`src/wdt_params.svh`:
```
// Register map, field positions, reset values and timing counts of the watchdog block
`ifndef WDT_PARAMS_SVH
`define WDT_PARAMS_SVH

// ****************************************************************
// Register offsets
// ****************************************************************
`define WDT_ADDR_ACTIVATE    8'h30
`define WDT_ADDR_MODE        8'hf5
`define WDT_ADDR_COUNT       8'hf6
`define WDT_ADDR_CTRL        8'hf7

// ****************************************************************
// Field positions
// ****************************************************************
`define WDT_ACT_BIT          0
`define WDT_MODE_LED_HI      7
`define WDT_MODE_LED_LO      6
`define WDT_MODE_FAST_BIT    4
`define WDT_MODE_MINUTE_BIT  3
`define WDT_MODE_RSTEDGE_BIT 2
`define WDT_MODE_KEYBOARD_RESET_PIN_BIT   1
`define WDT_CTRL_MOUSE_BIT   7
`define WDT_CTRL_KBD_BIT     6
`define WDT_CTRL_TRIG_BIT    5
`define WDT_CTRL_STATUS_BIT  4
`define WDT_CTRL_SEL_HI      3
`define WDT_CTRL_SEL_LO      0
`define WDT_SEL_SMI          4'h2

// ****************************************************************
// Reset values
// ****************************************************************
`define WDT_RST_ACTIVATE     8'h00
`define WDT_RST_MODE         8'h00
`define WDT_RST_COUNT        8'h00
`define WDT_RST_CTRL         8'h00

// ****************************************************************
// Timing
// ****************************************************************
`define WDT_CLK_PERIOD_PS    4000
`define WDT_MS_PERIOD_PS     1000000000
`define WDT_MS_CYCLES        (`WDT_MS_PERIOD_PS / `WDT_CLK_PERIOD_PS)
`define WDT_UNIT_SEC_MS      16'd1000
`define WDT_UNIT_MIN_MS      16'd60000
`define WDT_UNIT_FSEC_MS     16'd1
`define WDT_UNIT_FMIN_MS     16'd60
`define WDT_LED_1HZ_HALF_MS  11'd500
`define WDT_LED_QHZ_HALF_MS  11'd2000
`define WDT_KEYBOARD_RESET_PIN_PULSE      8'h10

`endif

```
`src/wdt_pkg.sv`:
```
// Types shared by the watchdog and power LED block
package wdt_pkg;

  // Power LED modes
  typedef enum logic [1:0] {
    LED_HIGH   = 2'h0,
    LED_LOW    = 2'h1,
    LED_1HZ    = 2'h2,
    LED_QTR_HZ = 2'h3
  } led_mode_e;

  // Complete state of the block
  typedef struct packed {
    logic        active;
    led_mode_e   led_mode;
    logic        fast;
    logic        minute;
    logic        rst_edge_en;
    logic        keyboard_reset_pin_en;
    logic        mouse_en;
    logic        kbd_en;
    logic [3:0]  irq_sel;
    logic        status;
    logic [7:0]  reload_val;
    logic [7:0]  count;
    logic [17:0] ms_cnt;
    logic [15:0] unit_cnt;
    logic [10:0] led_ms;
    logic        led_phase;
    logic        led_pin;
    logic [7:0]  keyboard_reset_pin_cnt;
    logic        rst_line_q;
    logic        mouse_q;
    logic        kbd_q;
    logic [7:0]  rdata;
  } wdt_state_s;

endpackage

```
`src/watchdog_and_power_led.sv`:
```
// Watchdog timer with power LED driver, reached over a plain register port
//
// Implementation choice: the address-and-strobe port.
`include "wdt_params.svh"
`timescale 1ns/10ps
`default_nettype none

module watchdog_and_power_led #(
  parameter int P_MS_CYCLES = `WDT_MS_CYCLES          // Clock cycles per millisecond
) (
  input  wire logic       I_CLK_SYS,                   // System clock, 250 MHz
  input  wire logic       I_SYS_RST,                   // Synchronous reset, active high
  input  wire logic [7:0] I_ADDR,                      // Register address
  input  wire logic [7:0] I_WDATA,                     // Register write data
  input  wire logic       I_WR,                        // Write strobe
  input  wire logic       I_RD,                        // Read strobe
  output logic      [7:0] O_RDATA,                     // Read data, cycle after strobe
  input  wire logic       I_KEYBOARD_CTRL_RESET_LINE,  // Keyboard controller reset line
  input  wire logic       I_MOUSE_IRQ,                 // Mouse interrupt level
  input  wire logic       I_KEYBOARD_IRQ,              // Keyboard interrupt level
  output logic            O_WATCHDOG_TIMEOUT_OUT_N,    // Timeout output, active low
  output logic            O_KEYBOARD_RESET_PIN_N,      // Keyboard reset pulse, active low
  output logic            O_POWER_LED_OUT,             // Power LED drive
  output logic      [3:0] O_WDT_IRQ_SEL,               // Selected interrupt line number
  output logic            O_WDT_IRQ,                   // Timeout interrupt, active high
  output logic            O_SYSTEM_MGMT_INTERRUPT_N    // System management interrupt
);

  // ****************************************************************
  // State and decode
  // ****************************************************************
  wdt_pkg::wdt_state_s state_reg;
  wdt_pkg::wdt_state_s state_next;

  logic        wr_mode;
  logic        wr_count;
  logic        wr_ctrl;
  logic        ms_tick;
  logic [15:0] unit_len;
  logic        step;
  logic        rst_rise;
  logic        mouse_rise;
  logic        kbd_rise;
  logic        reload;
  logic        zero_evt;
  logic        trig_evt;
  logic        edge_evt;
  logic        evt;
  logic [10:0] led_half;

  // Write decode
  assign wr_mode  = I_WR && (I_ADDR == `WDT_ADDR_MODE);
  assign wr_count = I_WR && (I_ADDR == `WDT_ADDR_COUNT);
  assign wr_ctrl  = I_WR && (I_ADDR == `WDT_ADDR_CTRL);

  // Millisecond base tick shared by the counter and the LED
  assign ms_tick = (state_reg.ms_cnt == 18'(P_MS_CYCLES - 1));

  // Step length in milliseconds for the chosen granularity
  always_comb begin
    unique case ({state_reg.fast, state_reg.minute})
      2'b00:   unit_len = `WDT_UNIT_SEC_MS;
      2'b01:   unit_len = `WDT_UNIT_MIN_MS;
      2'b10:   unit_len = `WDT_UNIT_FSEC_MS;
      default: unit_len = `WDT_UNIT_FMIN_MS;
    endcase
  end

  // A step only happens while the counter holds a non-zero value
  assign step = (state_reg.count != 8'h00) && ms_tick
                && (state_reg.unit_cnt == unit_len - 16'd1);

  // Input edges, inputs already synchronous to the clock
  assign rst_rise   = I_KEYBOARD_CTRL_RESET_LINE && !state_reg.rst_line_q;
  assign mouse_rise = I_MOUSE_IRQ && !state_reg.mouse_q;
  assign kbd_rise   = I_KEYBOARD_IRQ && !state_reg.kbd_q;

  // Reload needs a value that was once loaded
  assign reload = ((mouse_rise && state_reg.mouse_en) || (kbd_rise && state_reg.kbd_en))
                  && (state_reg.reload_val != 8'h00);

  // Timeout sources
  assign zero_evt = step && (state_reg.count == 8'h01) && !wr_count && !reload;
  assign trig_evt = wr_ctrl && I_WDATA[`WDT_CTRL_TRIG_BIT];
  assign edge_evt = rst_rise && state_reg.rst_edge_en;
  assign evt      = zero_evt || trig_evt || edge_evt;

  // LED half period
  assign led_half = (state_reg.led_mode == wdt_pkg::LED_QTR_HZ) ? `WDT_LED_QHZ_HALF_MS
                                                                : `WDT_LED_1HZ_HALF_MS;

  // ****************************************************************
  // Next state
  // ****************************************************************
  always_comb begin
    state_next            = state_reg;
    state_next.rst_line_q = I_KEYBOARD_CTRL_RESET_LINE;
    state_next.mouse_q    = I_MOUSE_IRQ;
    state_next.kbd_q      = I_KEYBOARD_IRQ;

    // Configuration writes
    if (I_WR && (I_ADDR == `WDT_ADDR_ACTIVATE)) begin
      state_next.active = I_WDATA[`WDT_ACT_BIT];
    end
    if (wr_mode) begin
      state_next.led_mode    = wdt_pkg::led_mode_e'(I_WDATA[`WDT_MODE_LED_HI:`WDT_MODE_LED_LO]);
      state_next.fast        = I_WDATA[`WDT_MODE_FAST_BIT];
      state_next.minute      = I_WDATA[`WDT_MODE_MINUTE_BIT];
      state_next.rst_edge_en = I_WDATA[`WDT_MODE_RSTEDGE_BIT];
      state_next.keyboard_reset_pin_en    = I_WDATA[`WDT_MODE_KEYBOARD_RESET_PIN_BIT];
    end
    if (wr_ctrl) begin
      state_next.mouse_en = I_WDATA[`WDT_CTRL_MOUSE_BIT];
      state_next.kbd_en   = I_WDATA[`WDT_CTRL_KBD_BIT];
      state_next.irq_sel  = I_WDATA[`WDT_CTRL_SEL_HI:`WDT_CTRL_SEL_LO];
      if (!I_WDATA[`WDT_CTRL_STATUS_BIT]) begin
        state_next.status = 1'b0;
      end
    end

    // Millisecond prescaler and step counter
    state_next.ms_cnt = ms_tick ? 18'h0 : state_reg.ms_cnt + 18'h1;
    if (ms_tick) begin
      state_next.unit_cnt = (state_reg.unit_cnt >= unit_len - 16'd1) ? 16'h0
                                                                     : state_reg.unit_cnt + 16'h1;
    end

    // Countdown: a write beats a reload, a reload beats a step
    if (wr_count) begin
      state_next.count    = I_WDATA;
      state_next.ms_cnt   = 18'h0;
      state_next.unit_cnt = 16'h0;
      if (I_WDATA != 8'h00) begin
        state_next.reload_val = I_WDATA;
      end
    end else if (reload) begin
      state_next.count    = state_reg.reload_val;
      state_next.ms_cnt   = 18'h0;
      state_next.unit_cnt = 16'h0;
    end else if (step) begin
      state_next.count = state_reg.count - 8'h01;
    end

    // A timeout stops the count unless a count write or reload lands in the same cycle; set wins over a clearing write
    if (evt) begin
      state_next.status = 1'b1;
      if (!wr_count && !reload) begin
        state_next.count = 8'h00;
      end
    end

    // Keyboard reset pulse; a fresh event restarts its full width
    if (evt && state_reg.keyboard_reset_pin_en && state_reg.active) begin
      state_next.keyboard_reset_pin_cnt = `WDT_KEYBOARD_RESET_PIN_PULSE;
    end else if (state_reg.keyboard_reset_pin_cnt != 8'h00) begin
      state_next.keyboard_reset_pin_cnt = state_reg.keyboard_reset_pin_cnt - 8'h01;
    end

    // LED cadence; shares the prescaler so a counter load may jitter one phase
    if (ms_tick) begin
      if (state_reg.led_ms >= led_half - 11'd1) begin
        state_next.led_ms    = 11'h0;
        state_next.led_phase = !state_reg.led_phase;
      end else begin
        state_next.led_ms = state_reg.led_ms + 11'h1;
      end
    end
    if (!state_reg.active) begin
      state_next.led_pin = 1'b0;
    end else begin
      unique case (state_reg.led_mode)
        wdt_pkg::LED_HIGH:   state_next.led_pin = 1'b1;
        wdt_pkg::LED_LOW:    state_next.led_pin = 1'b0;
        wdt_pkg::LED_1HZ:    state_next.led_pin = state_reg.led_phase;
        wdt_pkg::LED_QTR_HZ: state_next.led_pin = state_reg.led_phase;
      endcase
    end

    // Read data, valid the cycle after the strobe only
    state_next.rdata = 8'h00;
    if (I_RD) begin
      unique case (I_ADDR)
        `WDT_ADDR_ACTIVATE: state_next.rdata = {7'h00, state_reg.active};
        `WDT_ADDR_MODE:     state_next.rdata = {state_reg.led_mode, 1'b0, state_reg.fast,
                                                state_reg.minute, state_reg.rst_edge_en,
                                                state_reg.keyboard_reset_pin_en, 1'b0};
        `WDT_ADDR_COUNT:    state_next.rdata = state_reg.count;
        `WDT_ADDR_CTRL:     state_next.rdata = {state_reg.mouse_en, state_reg.kbd_en, 1'b0,
                                                state_reg.status, state_reg.irq_sel};
        default:            state_next.rdata = 8'h00;
      endcase
    end
  end

  // ****************************************************************
  // State register
  // ****************************************************************
  always_ff @(posedge I_CLK_SYS) begin
    if (I_SYS_RST) begin
      state_reg          <= '0;
      state_reg.active   <= 1'(`WDT_RST_ACTIVATE >> `WDT_ACT_BIT);
      state_reg.count    <= `WDT_RST_COUNT;
      state_reg.irq_sel  <= 4'(`WDT_RST_CTRL);
      state_reg.led_mode <= wdt_pkg::led_mode_e'(2'(`WDT_RST_MODE >> `WDT_MODE_LED_LO));
    end else begin
      state_reg <= state_next;
    end
  end

  // Outputs; the timeout level is gated by activation
  assign O_RDATA                   = state_reg.rdata;
  assign O_POWER_LED_OUT           = state_reg.led_pin;
  assign O_WATCHDOG_TIMEOUT_OUT_N  = !(state_reg.status && state_reg.active);
  assign O_KEYBOARD_RESET_PIN_N    = (state_reg.keyboard_reset_pin_cnt == 8'h00);
  assign O_WDT_IRQ_SEL             = state_reg.irq_sel;
  assign O_WDT_IRQ                 = state_reg.status && state_reg.active;
  assign O_SYSTEM_MGMT_INTERRUPT_N = !(O_WDT_IRQ && state_reg.irq_sel == `WDT_SEL_SMI);
endmodule  // watchdog_and_power_led

`default_nettype wire

```
`config.mk`:
```
export PLATFORM = sky130hd
export DESIGN_NAME = watchdog_and_power_led
export DESIGN_NICKNAME = d
export VERILOG_FILES = /design/src/wdt_pkg.sv /design/src/watchdog_and_power_led.sv
export VERILOG_INCLUDE_DIRS = /design/src
export SDC_FILE = /design/constraint.sdc
export NUM_CORES = 1
export LEC_CHECK = 0
export ABC_AREA = 1
export BUFFER_PORTS_ARGS = -buffer_cell sky130_fd_sc_hd__buf_4
export CORE_UTILIZATION = 50
export CTS_CLUSTER_SIZE = 24
export DETAILED_ROUTE_END_ITERATION = 8
export MAX_ROUTING_LAYER = met4
export PLACE_DENSITY = 0.77
export SLEW_MARGIN = 20
export SYNTH_ARGS = -nofsm -noshare
export SYNTH_HDL_FRONTEND = slang
export SYNTH_SLANG_ARGS = --single-unit
```
`constraint.sdc`:
```
create_clock -name I_CLK_SYS -period 3.21 [get_ports I_CLK_SYS]
set_clock_uncertainty 0.05 [all_clocks]
set_input_delay 0.642 -clock I_CLK_SYS [delete_from_list [all_inputs] [get_ports I_CLK_SYS]]
set_output_delay 0.642 -clock I_CLK_SYS [all_outputs]
set_load 0.005 [all_outputs]
```
**Word level (Yosys, flattened, before mapping)**

Index checks and enable logic that the tools add are counted.

- Divide/modulo/power cells: 0
- Equality and inequality tests: 14
- Multiply operators: 0
- Bitwise operators: 2
- Mux-type cells: 19
- Add/subtract/negate cells: 7
- Shifts and indexed selects: 0
- Magnitude comparators: 2
- Reduce and logical (&&, ||, !) cells: 51

Operators with widths:

| cell | count |
|---|---|
| 16-bit case mux with 3 select lines | 1 |
| 42-bit two-way mux | 1 |
| 34-bit two-way mux | 1 |
| 16-bit two-way mux | 2 |
| 8-bit two-way mux | 4 |
| 8-bit case mux with 4 select lines | 1 |
| 8-bit nonzero test | 4 |
| 8-bit equality test (second input constant) | 3 |
| 1-bit logical AND | 22 |
| 11-bit two-way mux | 2 |
| 18-bit by 1-bit adder with 18-bit output (second input constant) | 1 |
| 18-bit equality test (second input constant) | 1 |
| 18-bit two-way mux | 1 |
| 16-bit by 1-bit adder with 16-bit output (second input constant) | 1 |
| 16-bit equality test | 1 |
| 16-bit >= comparator | 1 |
| 16-bit by 1-bit subtractor with 16-bit output (second input constant) | 1 |
| 8-bit by 1-bit subtractor with 8-bit output (second input constant) | 2 |
| 11-bit by 1-bit adder with 11-bit output (second input constant) | 1 |
| 11-bit >= comparator | 1 |
| 11-bit by 1-bit subtractor with 11-bit output (second input constant) | 1 |
| 5-bit two-way mux | 2 |
| 8-bit by 1-bit equality test with 1-bit output (second input constant) | 1 |
| 8-bit by 6-bit equality test with 1-bit output (second input constant) | 1 |
| other kinds (16) | 38 |

- Output and inout port bits: 17
- Memory bits (read-only): 0
- Memories kept: 0
- Input port bits: 23
- Memory bits (writable): 0
- Logic and storage cells: 118
- Latch bits: 0
- Register bits: 96

**Depth between registers and ports, before layout**

Gate-level depths: netlist of run 1.

- Word-level depth: 13
- Gate-level depth with buffers: 15
- Depth with buffers taken out: 14

**Least setup slack after synthesis of run 1**

No wires, ideal clock.

- Path kind: reg-to-reg
- From: reg state_reg[91] (netlist bit)
- To: reg state_reg[18] (netlist bit)
- Library setup time: 0.117 ns
- Path slack: 0.879 ns
- Stages on the path, launching flop included: 14
- Buffers on the path: 0
- Data arrival time: 2.164 ns
- Required time: 3.043 ns
- Period minus slack after synthesis: 2.331 ns
- Cell sequence: dfxtp_1 -> inv_1 -> ha_1 -> xor2_1 -> ha_1 -> nand2_1 -> nor2_1 -> nand2_1 -> nor2_4 -> nand3_2 -> o21ai_2 -> nand3_2 -> nand2_4 -> nor2_1

- Word-level cells in the longest chain between the ends: 13
- Elaborated cells between the ends (all ways): 15
- Classes of those cells: add/sub: 1; eq/ne: 3; mux: 1; reduce/logical: 10

Ends and longest elaborated chain:

| item | line | text |
|---|---|---|
| from (decl) | watchdog_and_power_led.sv:32 | `wdt_pkg::wdt_state_s state_reg;` |
| from (signal assigned) | watchdog_and_power_led.sv:206 | `state_reg <= state_next;` |
| 2-bit equality test, or another cell as far along | watchdog_and_power_led.sv:61 | `unique case ({state_reg.fast, state_reg.minute})` |
| 16-bit case mux with 3 select lines * | watchdog_and_power_led.sv:61 |  |
| 16-bit by 1-bit subtractor with 16-bit output * | watchdog_and_power_led.sv:71 | `&& (state_reg.unit_cnt == unit_len - 16'd1);` |
| 16-bit equality test * | watchdog_and_power_led.sv:71 |  |
| 1-bit logical AND * | watchdog_and_power_led.sv:71 |  |
| 1-bit logical AND * (3 in series) | watchdog_and_power_led.sv:83 | `assign zero_evt = step && (state_reg.count == 8'h01) && !wr_count && !reload;` |
| 1-bit logical OR * (2 in series) | watchdog_and_power_led.sv:86 | `assign evt = zero_evt \|\| trig_evt \|\| edge_evt;` |
| 1-bit logical AND * (2 in series) | watchdog_and_power_led.sv:153 | `if (evt && state_reg.keyboard_reset_pin_en && state_reg.active) begin` |
| 2-bit OR reduction (no line) * | n/a |  |

Every way passes the cells marked *; elsewhere a longest branch is shown, timed or not.
A chain may end at the register's enable or synchronous reset.

**Worst setup path after layout of run 1**

- From: reg state_reg[91] (netlist bit)
- To: reg state_reg[39] (netlist bit)

- Word-level cells in the longest chain between the ends: 5
- Elaborated cells between the ends (all ways): 7
- Classes of those cells: add/sub: 1; order compare: 1; eq/ne: 2; mux: 2; reduce/logical: 1

Ends and longest elaborated chain:

| item | line | text |
|---|---|---|
| 2-bit equality test, or another cell as far along | watchdog_and_power_led.sv:61 |  |
| 16-bit case mux with 3 select lines * | watchdog_and_power_led.sv:61 |  |
| 16-bit by 1-bit subtractor with 16-bit output * | watchdog_and_power_led.sv:124 | `state_next.unit_cnt = (state_reg.unit_cnt >= unit_len - 16'd1) ? 16'h0` |
| 16-bit >= comparator * | watchdog_and_power_led.sv:124 |  |
| 16-bit two-way mux * | watchdog_and_power_led.sv:124 |  |

Marks and branches as above.

==> summary.md, run 1 <==
| Metric | Value |
|---|---|
| Status | finished clean |
| Critical-path top delay cell | dfxtp_1 |
| Worst-path clk slew | 0.07 ns |
| Reg2Reg Launch Point | state_reg[91] |
| Crit path buf inv count | 1 |
| Syn Std Cell Area | 5660 um^2 |
| Hold Path Class | flop to flop |
| Highest metal used | met4 |
| Leakage | 2.650 nW |
| Inserted Diodes | 0 |
| CTS tree | done |
| DRT Wirelength | 12.27 mm |
| Unique masters post-synth | 50 |
| R2r setup slk | 0.47 ns |
| Row count | 38 |
| Die height | 108.4 um |
| Initial DRC count | 353 |
| Slew HR | 50.30% |
| Initial antenna violation count | 0 |
| First-pass GRT wire length | 20.99 mm |
| Crit path max fanout | 11 |
| Post-synth top area share | 33.95% |
| Final hold vios | 0 |
| CORE AREA | 10940 um^2 |
| Most common cell on crit path | nand2_1 |
| Gpl congestion | 0.8832 |
| CTS Root Cell | clkbuf_16 |
| Crit path launch type | flop |
| HPWL Detailed | 9.266 mm |
| Worst-margin pin slew | 0.7387 ns |
| Post-Synthesis Cells | 794 |
| DR vias | 5029 |
| Crit path launch | state_reg[91] |
| Sink Count | 96 |
| Met2 WL post-DR | 5.748 mm |
| Setup crit end | state_reg[39] |
| TritonRoute pass-1 iters | 5 |
| Die ar. | 11750 um^2 |
| Global-route usage over all layers | 23.25% |
| Sequential share of the synthesized area | 33.95% |
| Largest delay share family, worst path | simple AND/OR/NAND/NOR gates |
| Antenna-violating nets left | 0 |
| Die width | 108.4 um |
| CP endpoint kind | flop |
| Fraction of layout cells with a size suffix above 1 | 13.37% |
| Largest net degree at the start of global routing | 23 |
| Unrepaired setup endpoints after global routing | no |
| Yosys reg bits | 96 |
| Cell taking the most area after synthesis | dfxtp_1 |
| CP peak stage delay | 0.43 ns |
| Final setup violation count | 0 |
| Tot Pwr | 0.002867 W |
| P&R area growth vs syn | 12.38% |
| Synthesized area per cell | 7.129 um^2 |
| Cells along the critical path | inv_1 -> ha_1 -> xor2_1 -> ha_1 -> nand2_1 -> nor2_1 -> nand2_1 -> nor2_4 -> nor2_1 -> nand3_1 -> nand2_1 -> nand2_1 -> nor3_1 |
| Cell Pwr Density | 450.7 nW/um^2 |
| MaxCap Viol Count | 0 |
| Max reg flops | 83 |
| Total CTS buffers | 9 |
| Hold Path Cell Cnt | 1 |
| Worst IR drop on VDD | 0.7061 mV |
| Top post-synthesis cells by area | dfxtp_1 (34%), nand2_1 (10%), nor2_1 (8.2%), ha_1 (8.0%), inv_1 (6.0%) |
| Fillers | 1020 |
| Highest Clock Rate | 365.4 MHz |
| Port bufs | 39 |
| Crit path DAT | 2.91 ns |
| H-Tree Depth | 3 |
| Fin crit period | 2.737 ns |
| Clock Latency Late Sink | 0.36 ns |
| Buffers inserted by post-CTS timing repair | 0 |
| Post-CTS Hold Buffers | 0 |
| Grt ovf | 0 |
| Drt via density | 5.185 |
| FF-to-FF path depth | 13 |
| Clk buf depth | 2 |
| Post-route DRC | 0 |
| Fin nets | 884 |
| Setup CP Type | flop to flop |
| Routed met3 length | 569 um |
| Initial Util | 51.76% |
| Total number of yosys warnings | 0 |
| Met1 WL | 5.744 mm |
| Critical Path Stages | 13 |
| Vias in the first global route | 4719 |
| IO Pins | 40 |
| Req. time, crit path | 3.38 ns |
| Post-route clock period utilization | 85.25% |
| Slew Limit Fails | 0 |
| PostCTS Resize Cnt | 0 |
| Drt wl/cell | 12.65 um |
| R2R Path End | state_reg[39] |
| Fin Setup TNS | 0 ns |
==> how the worst min path moves through the flow <==
stage / from / endpoint / slack, ns
floorplan: state_reg[48] / state_reg[48] / 0.37
global placement: state_reg[48] / state_reg[48] / 0.38
detailed placement: state_reg[48] / state_reg[48] / 0.39
CTS: state_reg[48] / state_reg[48] / 0.40
global route: state_reg[48] / state_reg[48] / 0.43
finish: state_reg[48] / state_reg[48] / 0.40
==> power breakdown <==
group	leakage (nW)	switching (W)	internal, W
combinational	1.71	0.000204	0.000137
sequential	0.776	0.0000312	0.00123
clock	0.169	0.000489	0.000772
==> metal layers <==
layer | GRT usage (%) | up-vias
li1 | - | 2626
met2 | 37.57 | 111
met1 | 28.68 | 2275
met4 | 8.687 | 0
met3 | 4.400 | 17
met5 | - | -
==> cells by family after synthesis <==
kind of cell | synth area share (%)
AND/OR/NAND/NOR | 33.33
buffers and inverters | 8.908
other | 0.06625
flip-flops | 33.95
AO/OA/AOI/OAI | 11.30
XOR/XNOR | 4.487
adder cells (fa/ha/maj) | 7.958
==> layout by cell type, fill, tap and decap left out, drive strengths merged, types with 2 or more instances in the layout <==
cell,instances
nand2,163
nand3b,5
clkinv,2
clkbuf,9
conb,2
o21bai,2
buf,42
nor2,143
ha,36
a211oi,5
dfxtp,96
nor3b,3
xnor2,8
o211ai,3
o21ai,30
nand3,43
a21oi,57
nor4,2
nand4,18
a31oi,5
nor3,17
xor2,21
o22ai,6
inv,96
o21a,2
or2,4
bufinv,3
==> layout make-up <==
class	count	area [um^2]	area share (%)
Clock buffer	9	225.2	3.541
Inverter	95	359.1	5.645
Clock inverter	7	126.4	1.987
Multi-Input combinational cell	581	3238	50.90
Tap cell	140	175.2	2.754
Sequential cell	96	1922	30.21
Timing Repair Buffer	42	315.3	4.957
==> synthesized netlist by cell type (all sizes together) <==
cell     number
ha           36
nor2        143
and3          1
dfxtp        96
nor3b         3
or3           1
conb          1
or2           4
o211ai        3
nand2       163
buf          17
nor3         17
clkinv        2
o21ai        30
xnor2         8
o31ai         1
clkbuf        6
inv          93
nor4          2
nand3b        5
a31oi         5
xor2         21
o21a          2
a211oi        5
a21oi        57
a311oi        1
a221oi        1
o2111ai       1
o22ai         6
nand4        18
o21bai        2
nand3        43
==> worst reg2reg max path: cells and delay by family (launching register included) <==
| kind | cells | cell delay [ns] |
|---|---|---|
| xor gates and xnor gates | 1 | 0.17 |
| adders and majority gates | 2 | 0.53 |
| buffers and inverters | 1 | 0.13 |
| DFF | 1 | 0.43 |
| and+or+nand+nor | 9 | 1.30 |
==> metrics by stage <==
step | util (%) | cell area [um^2] | setup WS, ns | std cells | hold WS (ns)
after floorplan | - | 5664 | 0.8786 | 795 | 0.3674
after global placement | 54.95 | 6010 | 0.5574 | 954 | 0.3779
after global routing | 58.17 | 6361 | 0.1892 | 970 | 0.4271
after CTS | 58.17 | 6361 | 0.4663 | 970 | 0.4031
after detailed placement | 54.95 | 6010 | 0.5146 | 954 | 0.3914
final | 58.17 | 6361 | 0.4735 | 970 | 0.3993
No activity file was read; power rests on OpenSTA's default activity.
==> run 2: changes to the inputs <==
--- a/config.mk
+++ b/config.mk
@@ -13,6 +13,7 @@
 export DETAILED_ROUTE_END_ITERATION = 8
 export MAX_ROUTING_LAYER = met4
 export PLACE_DENSITY = 0.77
+export RECOVER_POWER = 25
 export SLEW_MARGIN = 20
 export SYNTH_ARGS = -nofsm -noshare
 export SYNTH_HDL_FRONTEND = slang
==> constraint.sdc (replaced) <==
create_clock -name I_CLK_SYS -period 3.21 [get_ports I_CLK_SYS]
set_clock_uncertainty 0.05 [all_clocks]
set_input_delay 0.4815 -clock I_CLK_SYS [delete_from_list [all_inputs] [get_ports I_CLK_SYS]]
set_output_delay 0.4815 -clock I_CLK_SYS [all_outputs]
set_load 0.005 [all_outputs]
==> run 2 against run 1 <==
- sequential power about the same
- critical endpoint is now state_reg[43]
- sequential share of layout area increased by 0.32 points
- via count down 0.64%
- first-iteration DRC count shrank 3.4%
- routed wire length fell by 0.99%
- maximum frequency grew 0.42%
- hold slack worse by 0.11 ns
- non-clock buffer count down 2
- count of clock-buffer cells in the layout stayed put
==> summary.md, run 2 (synthesis gave the netlist of run 1 again) <==
| Metric | Value |
|---|---|
| Status | finished clean |
| Routed met3 length | 630 um (+11%) |
| Grt ovf | 0 (unchanged) |
| IO Pins | 40 (unchanged) |
| Slew Limit Fails | 0 (unchanged) |
| Worst-margin pin slew | 0.8572 ns (+0.1185 ns) |
| CTS tree | done |
| Hold_ws | 0.2910 ns (-0.1083 ns) |
| Dpl cell area | 5995 um^2 (-0.25%) |
| HPWL Detailed | 9.154 mm (-1.2%) |
| Critical-path top delay cell | dfxtp_1 |
| Met1 WL | 5.752 mm (+0.14%) |
| Clk buf depth | 2 (unchanged) |
| TritonRoute pass-1 iters | 5 (unchanged) |
| Initial Util | 51.76% (unchanged) |
| Req. time, crit path | 3.38 ns (about the same) |
| CP endpoint kind | flop |
| Met2 WL post-DR | 5.555 mm (-3.4%) |
| Most common cell after layout, fill and taps aside | nand2_1 |
| Slew HR | 42.85% (-7.4 points) |
| DR vias | 4997 (-0.64%) |
| PostCTS Resize Cnt | 0 (unchanged) |
| Leakage | 2.610 nW (-1.5%) |
| Die height | 108.4 um (unchanged) |
| Unrepaired setup endpoints after global routing | no |
| H-Tree Depth | 3 (unchanged) |
| Crit path DAT | 2.90 ns (about the same) |
| CORE AREA | 10940 um^2 (unchanged) |
| Fin crit period | 2.725 ns (-0.01157 ns) |
| Highest metal used | met4 |
| Die width | 108.4 um (unchanged) |
| Antenna-violating nets left | 0 (unchanged) |
| Cells along the critical path | inv_1 -> ha_1 -> xor2_1 -> ha_1 -> nand2_1 -> nor2_1 -> nand2_1 -> nor2_4 -> nor2_1 -> nand3_1 -> nand2_1 -> nand2_1 -> a21oi_1 |
| Gpl congestion | 0.8677 (-1.8%) |
| Initial DRC count | 341 (-3.4%) |
| Fraction of layout cells with a size suffix above 1 | 12.44% (-0.93 points) |
| Global-route usage over all layers | 22.45% (-0.80 points) |
| Hold Path Class | input port to flop |
| Crit path buf inv count | 1 (unchanged) |
| Worst-path clk slew | 0.07 ns (about the same) |
| Total area of sequential cells | 1922 um^2 (unchanged) |
| First-pass GRT wire length | 20.15 mm (-4.0%) |
| Drt via density | 5.162 (-0.43%) |
| Multi-input logic area | 3222 um^2 (-0.50%) |
| P&R area growth vs syn | 11.18% |
| Fin cells | 968 (-0.21%) |
| Drt wl/cell | 12.55 um (-0.78%) |
| Placed cells | 952 (-0.21%) |
| Worst IR drop on VDD | 0.6269 mV (-11%) |
| DRT Wirelength | 12.15 mm (-0.99%) |
| Post-route clock period utilization | 84.89% (-0.36 points) |
| Post-route cell area | 6294 um^2 (-1.1%) |
| Inserted Diodes | 0 (unchanged) |
| Total CTS buffers | 9 (unchanged) |
| Port bufs | 39 (unchanged) |
| Sink Count | 96 (unchanged) |
| Setup CP Type | flop to flop |
| Crit path max fanout | 11 (unchanged) |
| Clock Latency Late Sink | 0.36 ns (about the same) |
| Highest Clock Rate | 367.0 MHz (+0.42%) |
| Fin Setup TNS | 0 ns (unchanged) |
| Final hold vios | 0 (unchanged) |
| Max reg flops | 83 (unchanged) |
| Most frequent cells in the layout | nand2_1 (152), nor2_1 (124), dfxtp_1 (96) |
| Post-CTS Hold Buffers | 0 (unchanged) |
| Buffers inserted by post-CTS timing repair | 0 (unchanged) |
| CP peak stage delay | 0.44 ns (about the same) |
| Fillers | 1070 (+4.9%) |
| MaxCap Viol Count | 0 (unchanged) |
| Cell Pwr Density | 441.2 nW/um^2 (-2.1%) |
| CTS Root Cell | clkbuf_16 |
| Row count | 38 (unchanged) |
| Largest delay share family, worst path | simple AND/OR/NAND/NOR gates |
| Largest net degree at the start of global routing | 23 (unchanged) |
| Die ar. | 11750 um^2 (unchanged) |
| Crit path launch type | flop |
| Vias in the first global route | 4404 (-6.7%) |
| Final setup violation count | 0 (unchanged) |
| Initial antenna violation count | 0 (unchanged) |
| Fin nets | 882 (-0.23%) |
| Most common cell on crit path | nand2_1 |
| Post-route DRC | 0 (unchanged) |
## run 2: worst reg2reg max path, stage by stage (launching register included)
cell	delay [ns]
dfxtp_1	0.44
inv_1	0.13
ha_1	0.26
xor2_1	0.17
ha_1	0.28
nand2_1	0.06
nor2_1	0.11
nand2_1	0.09
nor2_4	0.24
nor2_1	0.06
nand3_1	0.21
nand2_1	0.09
nand2_1	0.33
a21oi_1	0.08
## run 2: layout make-up
cell class	instances	area share [%]
inverter	95	5.706
tap	140	2.783
timing repair buffer	40	4.592
clock inverter	7	1.610
clock buffer	9	3.579
multi-input combinational	581	51.19
sequential	96	30.54
## run 2: final timing paths
check,from,to,slack (ns),cells after the start
worst min register to register,state_reg[48],state_reg[48],0.40,1
worst max register to register,state_reg[91],state_reg[43],0.49,13
worst min-delay path,I_KEYBOARD_IRQ,state_reg[8],0.29,3
worst max-delay path,state_reg[91],state_reg[43],0.49,13
## run 2: stage by stage
step,total power [W],setup slack (ns),util [%]
after floorplan,0.001535,0.8786,-
after global placement,0.001614,0.5503,54.82
after detailed placement,0.001623,0.4711,54.82
after CTS,0.002798,0.4618,57.80
after global routing,0.002909,0.2097,57.55
final,0.002777,0.4850,57.55
## run 2: report_power, final
part | internal (W) | total, W | switching (W)
combinational | 0.000135 | 0.000331 | 0.000196
clock | 0.000692 | 0.00118 | 0.000487
sequential | 0.00123 | 0.00127 | 0.0000325
total | 0.00206 | 0.00278 | 0.000715
## run 2: layer usage
metal	vias to the layer above	global-route usage, %
met1	2243	28.11
met5	-	-
li1	2630	-
met4	0	6.274
met2	101	35.26
met3	23	6.269
==> run 3: changes to the inputs <==
--- a/config.mk
+++ b/config.mk
@@ -6,7 +6,7 @@
 export SDC_FILE = /design/constraint.sdc
 export NUM_CORES = 1
 export LEC_CHECK = 0
-export ABC_AREA = 1
+export ABC_AREA = 0
 export BUFFER_PORTS_ARGS = -buffer_cell sky130_fd_sc_hd__buf_4
 export CORE_UTILIZATION = 50
 export CTS_CLUSTER_SIZE = 24
==> constraint.sdc (replaced) <==
create_clock -name I_CLK_SYS -period 2.7 [get_ports I_CLK_SYS]
set_clock_uncertainty 0.05 [all_clocks]
set_input_delay 0.405 -clock I_CLK_SYS [delete_from_list [all_inputs] [get_ports I_CLK_SYS]]
set_output_delay 0.405 -clock I_CLK_SYS [all_outputs]
set_load 0.005 [all_outputs]
==> run 3 against run 2 <==
- the run now ends with setup timing left
- hold slack worse by 0.092 ns
- sequential share of layout area is 1.2 points higher
- maximum frequency shrank 2.3%
- cell count shrank 18%
- via count decreased by 9.0%
- synthesized area is 9.0% lower
- critical path depth shrank 1
- flip-flop and latch count unchanged
- non-clock buffer count is 26 higher
- count of clock-buffer cells in the layout rose by 3
- sequential power increased by 18%
- clock power shrank 8%
- critical path type unchanged
- highest routed layer unchanged
==> summary.md, run 3 <==
| Metric | Value |
|---|---|
| Post-CTS Hold Buffers | 0 (unchanged) |
| Crit path launch type | flop |
| R2r setup slk | -0.09 ns (-0.58 ns) |
| Global-route usage over all layers | 23.73% (+1.3 points) |
| Tot Pwr | 0.003014 W (+8.6%) |
| Hold Path Class | input port to flop |
| Status | finished, violations left |
| Largest net degree at the start of global routing | 38 (+65%) |
| Clock Latency Late Sink | 0.38 ns (+0.02 ns) |
| Hold Path Cell Cnt | 2 (-1) |
| Initial DRC count | 220 (-35%) |
| Commonest cells in the synthesized netlist | nor2_1 (97), dfxtp_1 (96), nand2_1 (42) |
| Sink Count | 96 (unchanged) |
| Setup CP Type | flop to flop |
| M2 GR Usage | 38.11% (+2.8 points) |
| CTS tree | done |
| Worst-margin pin slew | 0.5863 ns (-0.2709 ns) |
| Crit path launch | state_reg[91] |
| Synthesized area per cell | 8.514 um^2 (+19%) |
| Fraction of layout cells with a size suffix above 1 | 18.84% (+6.4 points) |
| Worst IR drop on VDD | 0.3501 mV (-44%) |
| Leakage | 2.322 nW (-11%) |
| Post-synth top area share | 37.31% (+3.4 points) |
| Initial Util | 52.22% (+0.46 points) |
| Worst hold path endpoint | state_reg[9] |
| Row count | 36 (-5.3%) |
| Total number of yosys warnings | 0 (unchanged) |
| Number of synthesized flops with an enable pin | 0 (unchanged) |
| Gpl congestion | 0.8559 (-1.4%) |
| Most common cell after layout, fill and taps aside | nor2_1 |
| CP endpoint kind | flop |
| Failing checks | setup timing |
| Unrepaired setup endpoints after global routing | yes |
| Clk buf depth | 2 (unchanged) |
| Yosys reg bits | 96 (unchanged) |
| Crit path buf inv count | 3 (+2) |
| Crit path DAT | 3.06 ns (+0.16 ns) |
| Sequential share of the synthesized area | 37.31% (+3.4 points) |
| Count leader, synth | nor2_1 |
| MaxCap Viol Count | 0 (unchanged) |
| CORE AREA | 9864 um^2 (-9.8%) |
| Met1 Usage GRT | 29.10% (+0.99 points) |
| Worst-path clk slew | 0.10 ns (+0.03 ns) |
| Final setup violation count | 16 (+16) |
| Hold Startpoint | I_MOUSE_IRQ |
| R2R Path End | state_reg[15] |
| Post-route DRC | 0 (unchanged) |
| DRT Wirelength | 12.07 mm (-0.66%) |
| Vias in the first global route | 4371 (-0.75%) |
| Fin nets | 712 (-19%) |
| Cells along the critical path | inv_4 -> buf_6 -> ha_2 -> o21bai_1 -> ha_1 -> nand4_1 -> or4_4 -> nor4_4 -> a21oi_2 -> buf_4 -> o221ai_2 -> nor2b_1 |
| Drt via density | 5.751 (+11%) |
| Inserted Diodes | 0 (unchanged) |
| H-Tree Depth | 3 (unchanged) |
| Top post-synthesis cells by area | dfxtp_1 (37%), ha_1 (8.7%), nor2_1 (7.1%), xnor2_1 (5.4%), nand2_1 (3.1%) |
| Slew Limit Fails | 0 (unchanged) |
| Largest delay share family, worst path | simple AND/OR/NAND/NOR gates |
| HPWL Detailed | 8.559 mm (-6.5%) |
| Cell taking the most area after synthesis | dfxtp_1 |
| Syn Std Cell Area | 5151 um^2 (-9.0%) |
| CP peak stage delay | 0.63 ns (+0.19 ns) |
| Async SR Flop Fraction | 0% (unchanged) |
| Unique masters post-synth | 60 (+20%) |
| Drt wl/cell | 15.26 um (+22%) |
| Most frequent cells in the layout | nor2_1 (96), dfxtp_1 (94), buf_4 (64) |
| CTS Root Cell | clkbuf_8 |
| IO Pins | 40 (unchanged) |
| Met3 usage | 3.776% (-2.5 points) |
| Fillers | 830 (-22%) |
| Fin crit period | 2.790 ns (+0.06536 ns) |
| FF-to-FF path depth | 12 (-1) |
| Most used DFF post-synth | dfxtp_1 |
| P&R area growth vs syn | 17.85% |
| DR vias | 4549 (-9.0%) |
| Critical-path top delay cell | or4_4 |
| Die height | 103.5 um (-4.5%) |
| Max reg flops | 83 (unchanged) |
| Initial antenna violation count | 0 (unchanged) |
| First-pass GRT wire length | 20.38 mm (+1.2%) |
| Highest Clock Rate | 358.4 MHz (-2.3%) |
| Worst setup margin | -0.09033 ns (-0.5754 ns) |
| Crit path max fanout | 7 (-4) |
| Final hold vios | 0 (unchanged) |
| Most Crowded Layer GR | met2 |
| Grt ovf | 0 (unchanged) |
| Reg2Reg Launch Point | state_reg[91] |
| Die ar. | 10710 um^2 (-8.8%) |
| Antenna-violating nets left | 0 (unchanged) |
| Cell Pwr Density | 496.5 nW/um^2 (+13%) |
| Die width | 103.5 um (-4.5%) |
| Total CTS buffers | 9 (unchanged) |
| Req. time, crit path | 2.97 ns (-0.41 ns) |
| Post-Synthesis Cells | 605 (-24%) |
| Hold_ws | 0.1991 ns (-0.09189 ns) |
| Slew HR | 60.50% (+18 points) |
| TritonRoute pass-1 iters | 5 (unchanged) |
| Post-route clock period utilization | 103.3% (+18 points) |
| Port bufs | 39 (unchanged) |
run 3: cell type report:
cell class	instances	area (um^2)	share of cell area, %
inverter	21	83.83	1.381
sequential	96	1929	31.78
clock buffer	12	155.1	2.556
clock inverter	4	76.32	1.257
tap	133	166.4	2.741
timing repair buffer	66	503.0	8.285
multi-input combinational	459	3157	52.00
run 3: worst max path at each step:
stage / endpoint / slack [ns] / cells past startpoint
floorplan: state_reg[67] / 0.01 / 11
CTS: state_reg[68] / -0.03 / 11
detailed placement: state_reg[16] / -0.11 / 11
global route: state_reg[11] / -0.17 / 11
finish: state_reg[15] / -0.09 / 12
global placement: state_reg[16] / -0.02 / 11
run 3: cells by family (layout without fill, tap and decap cells):
kind of cell	after synthesis	count (layout)	synth area share, %
AND/OR/NAND/NOR	268	268	26.43
flip-flops	96	96	37.31
AO/OA/AOI/OAI	87	87	10.76
buffers and inverters	51	103	4.858
XOR/XNOR	46	46	7.821
adder cells (fa/ha/maj)	36	36	8.744
multiplexers	20	20	4.008
other	1	2	0.07280
run 3: what timing repair did:
item / in CTS / in global routing
buffers inserted: 4 / 3
endpoints found under the setup margin: 28 / 30
resized for setup: 16 / 20
pin swaps: 7 / 20
run 3: stage by stage:
step | TNS [ns] | utilization [%] | area, um^2 | setup slack (ns) | cells
floorplan | 0 | - | 5196 | 0.01147 | 606
global placement | -0.08469 | 57.19 | 5642 | -0.01738 | 769
detailed placement | -0.9024 | 57.19 | 5642 | -0.1115 | 769
CTS | -0.03157 | 60.59 | 5977 | -0.03157 | 789
global route | -3.794 | 61.54 | 6071 | -0.1682 | 791
finish | -1.012 | 61.54 | 6071 | -0.09033 | 791
run 3: power breakdown:
group | total, W | leakage [nW] | internal [W] | switching, W
sequential | 0.00150 | 0.778 | 0.00146 | 0.0000403
clock | 0.00108 | 0.113 | 0.000575 | 0.000509
combinational | 0.000427 | 1.43 | 0.000197 | 0.000230
run 3: routing by layer:
layer | wire length, um | up-vias
li1 | - | 2215
met1 | 5343 | 2164
met2 | 5763 | 140
met3 | 673 | 30
met4 | 291 | 0
met5 | 0 | -
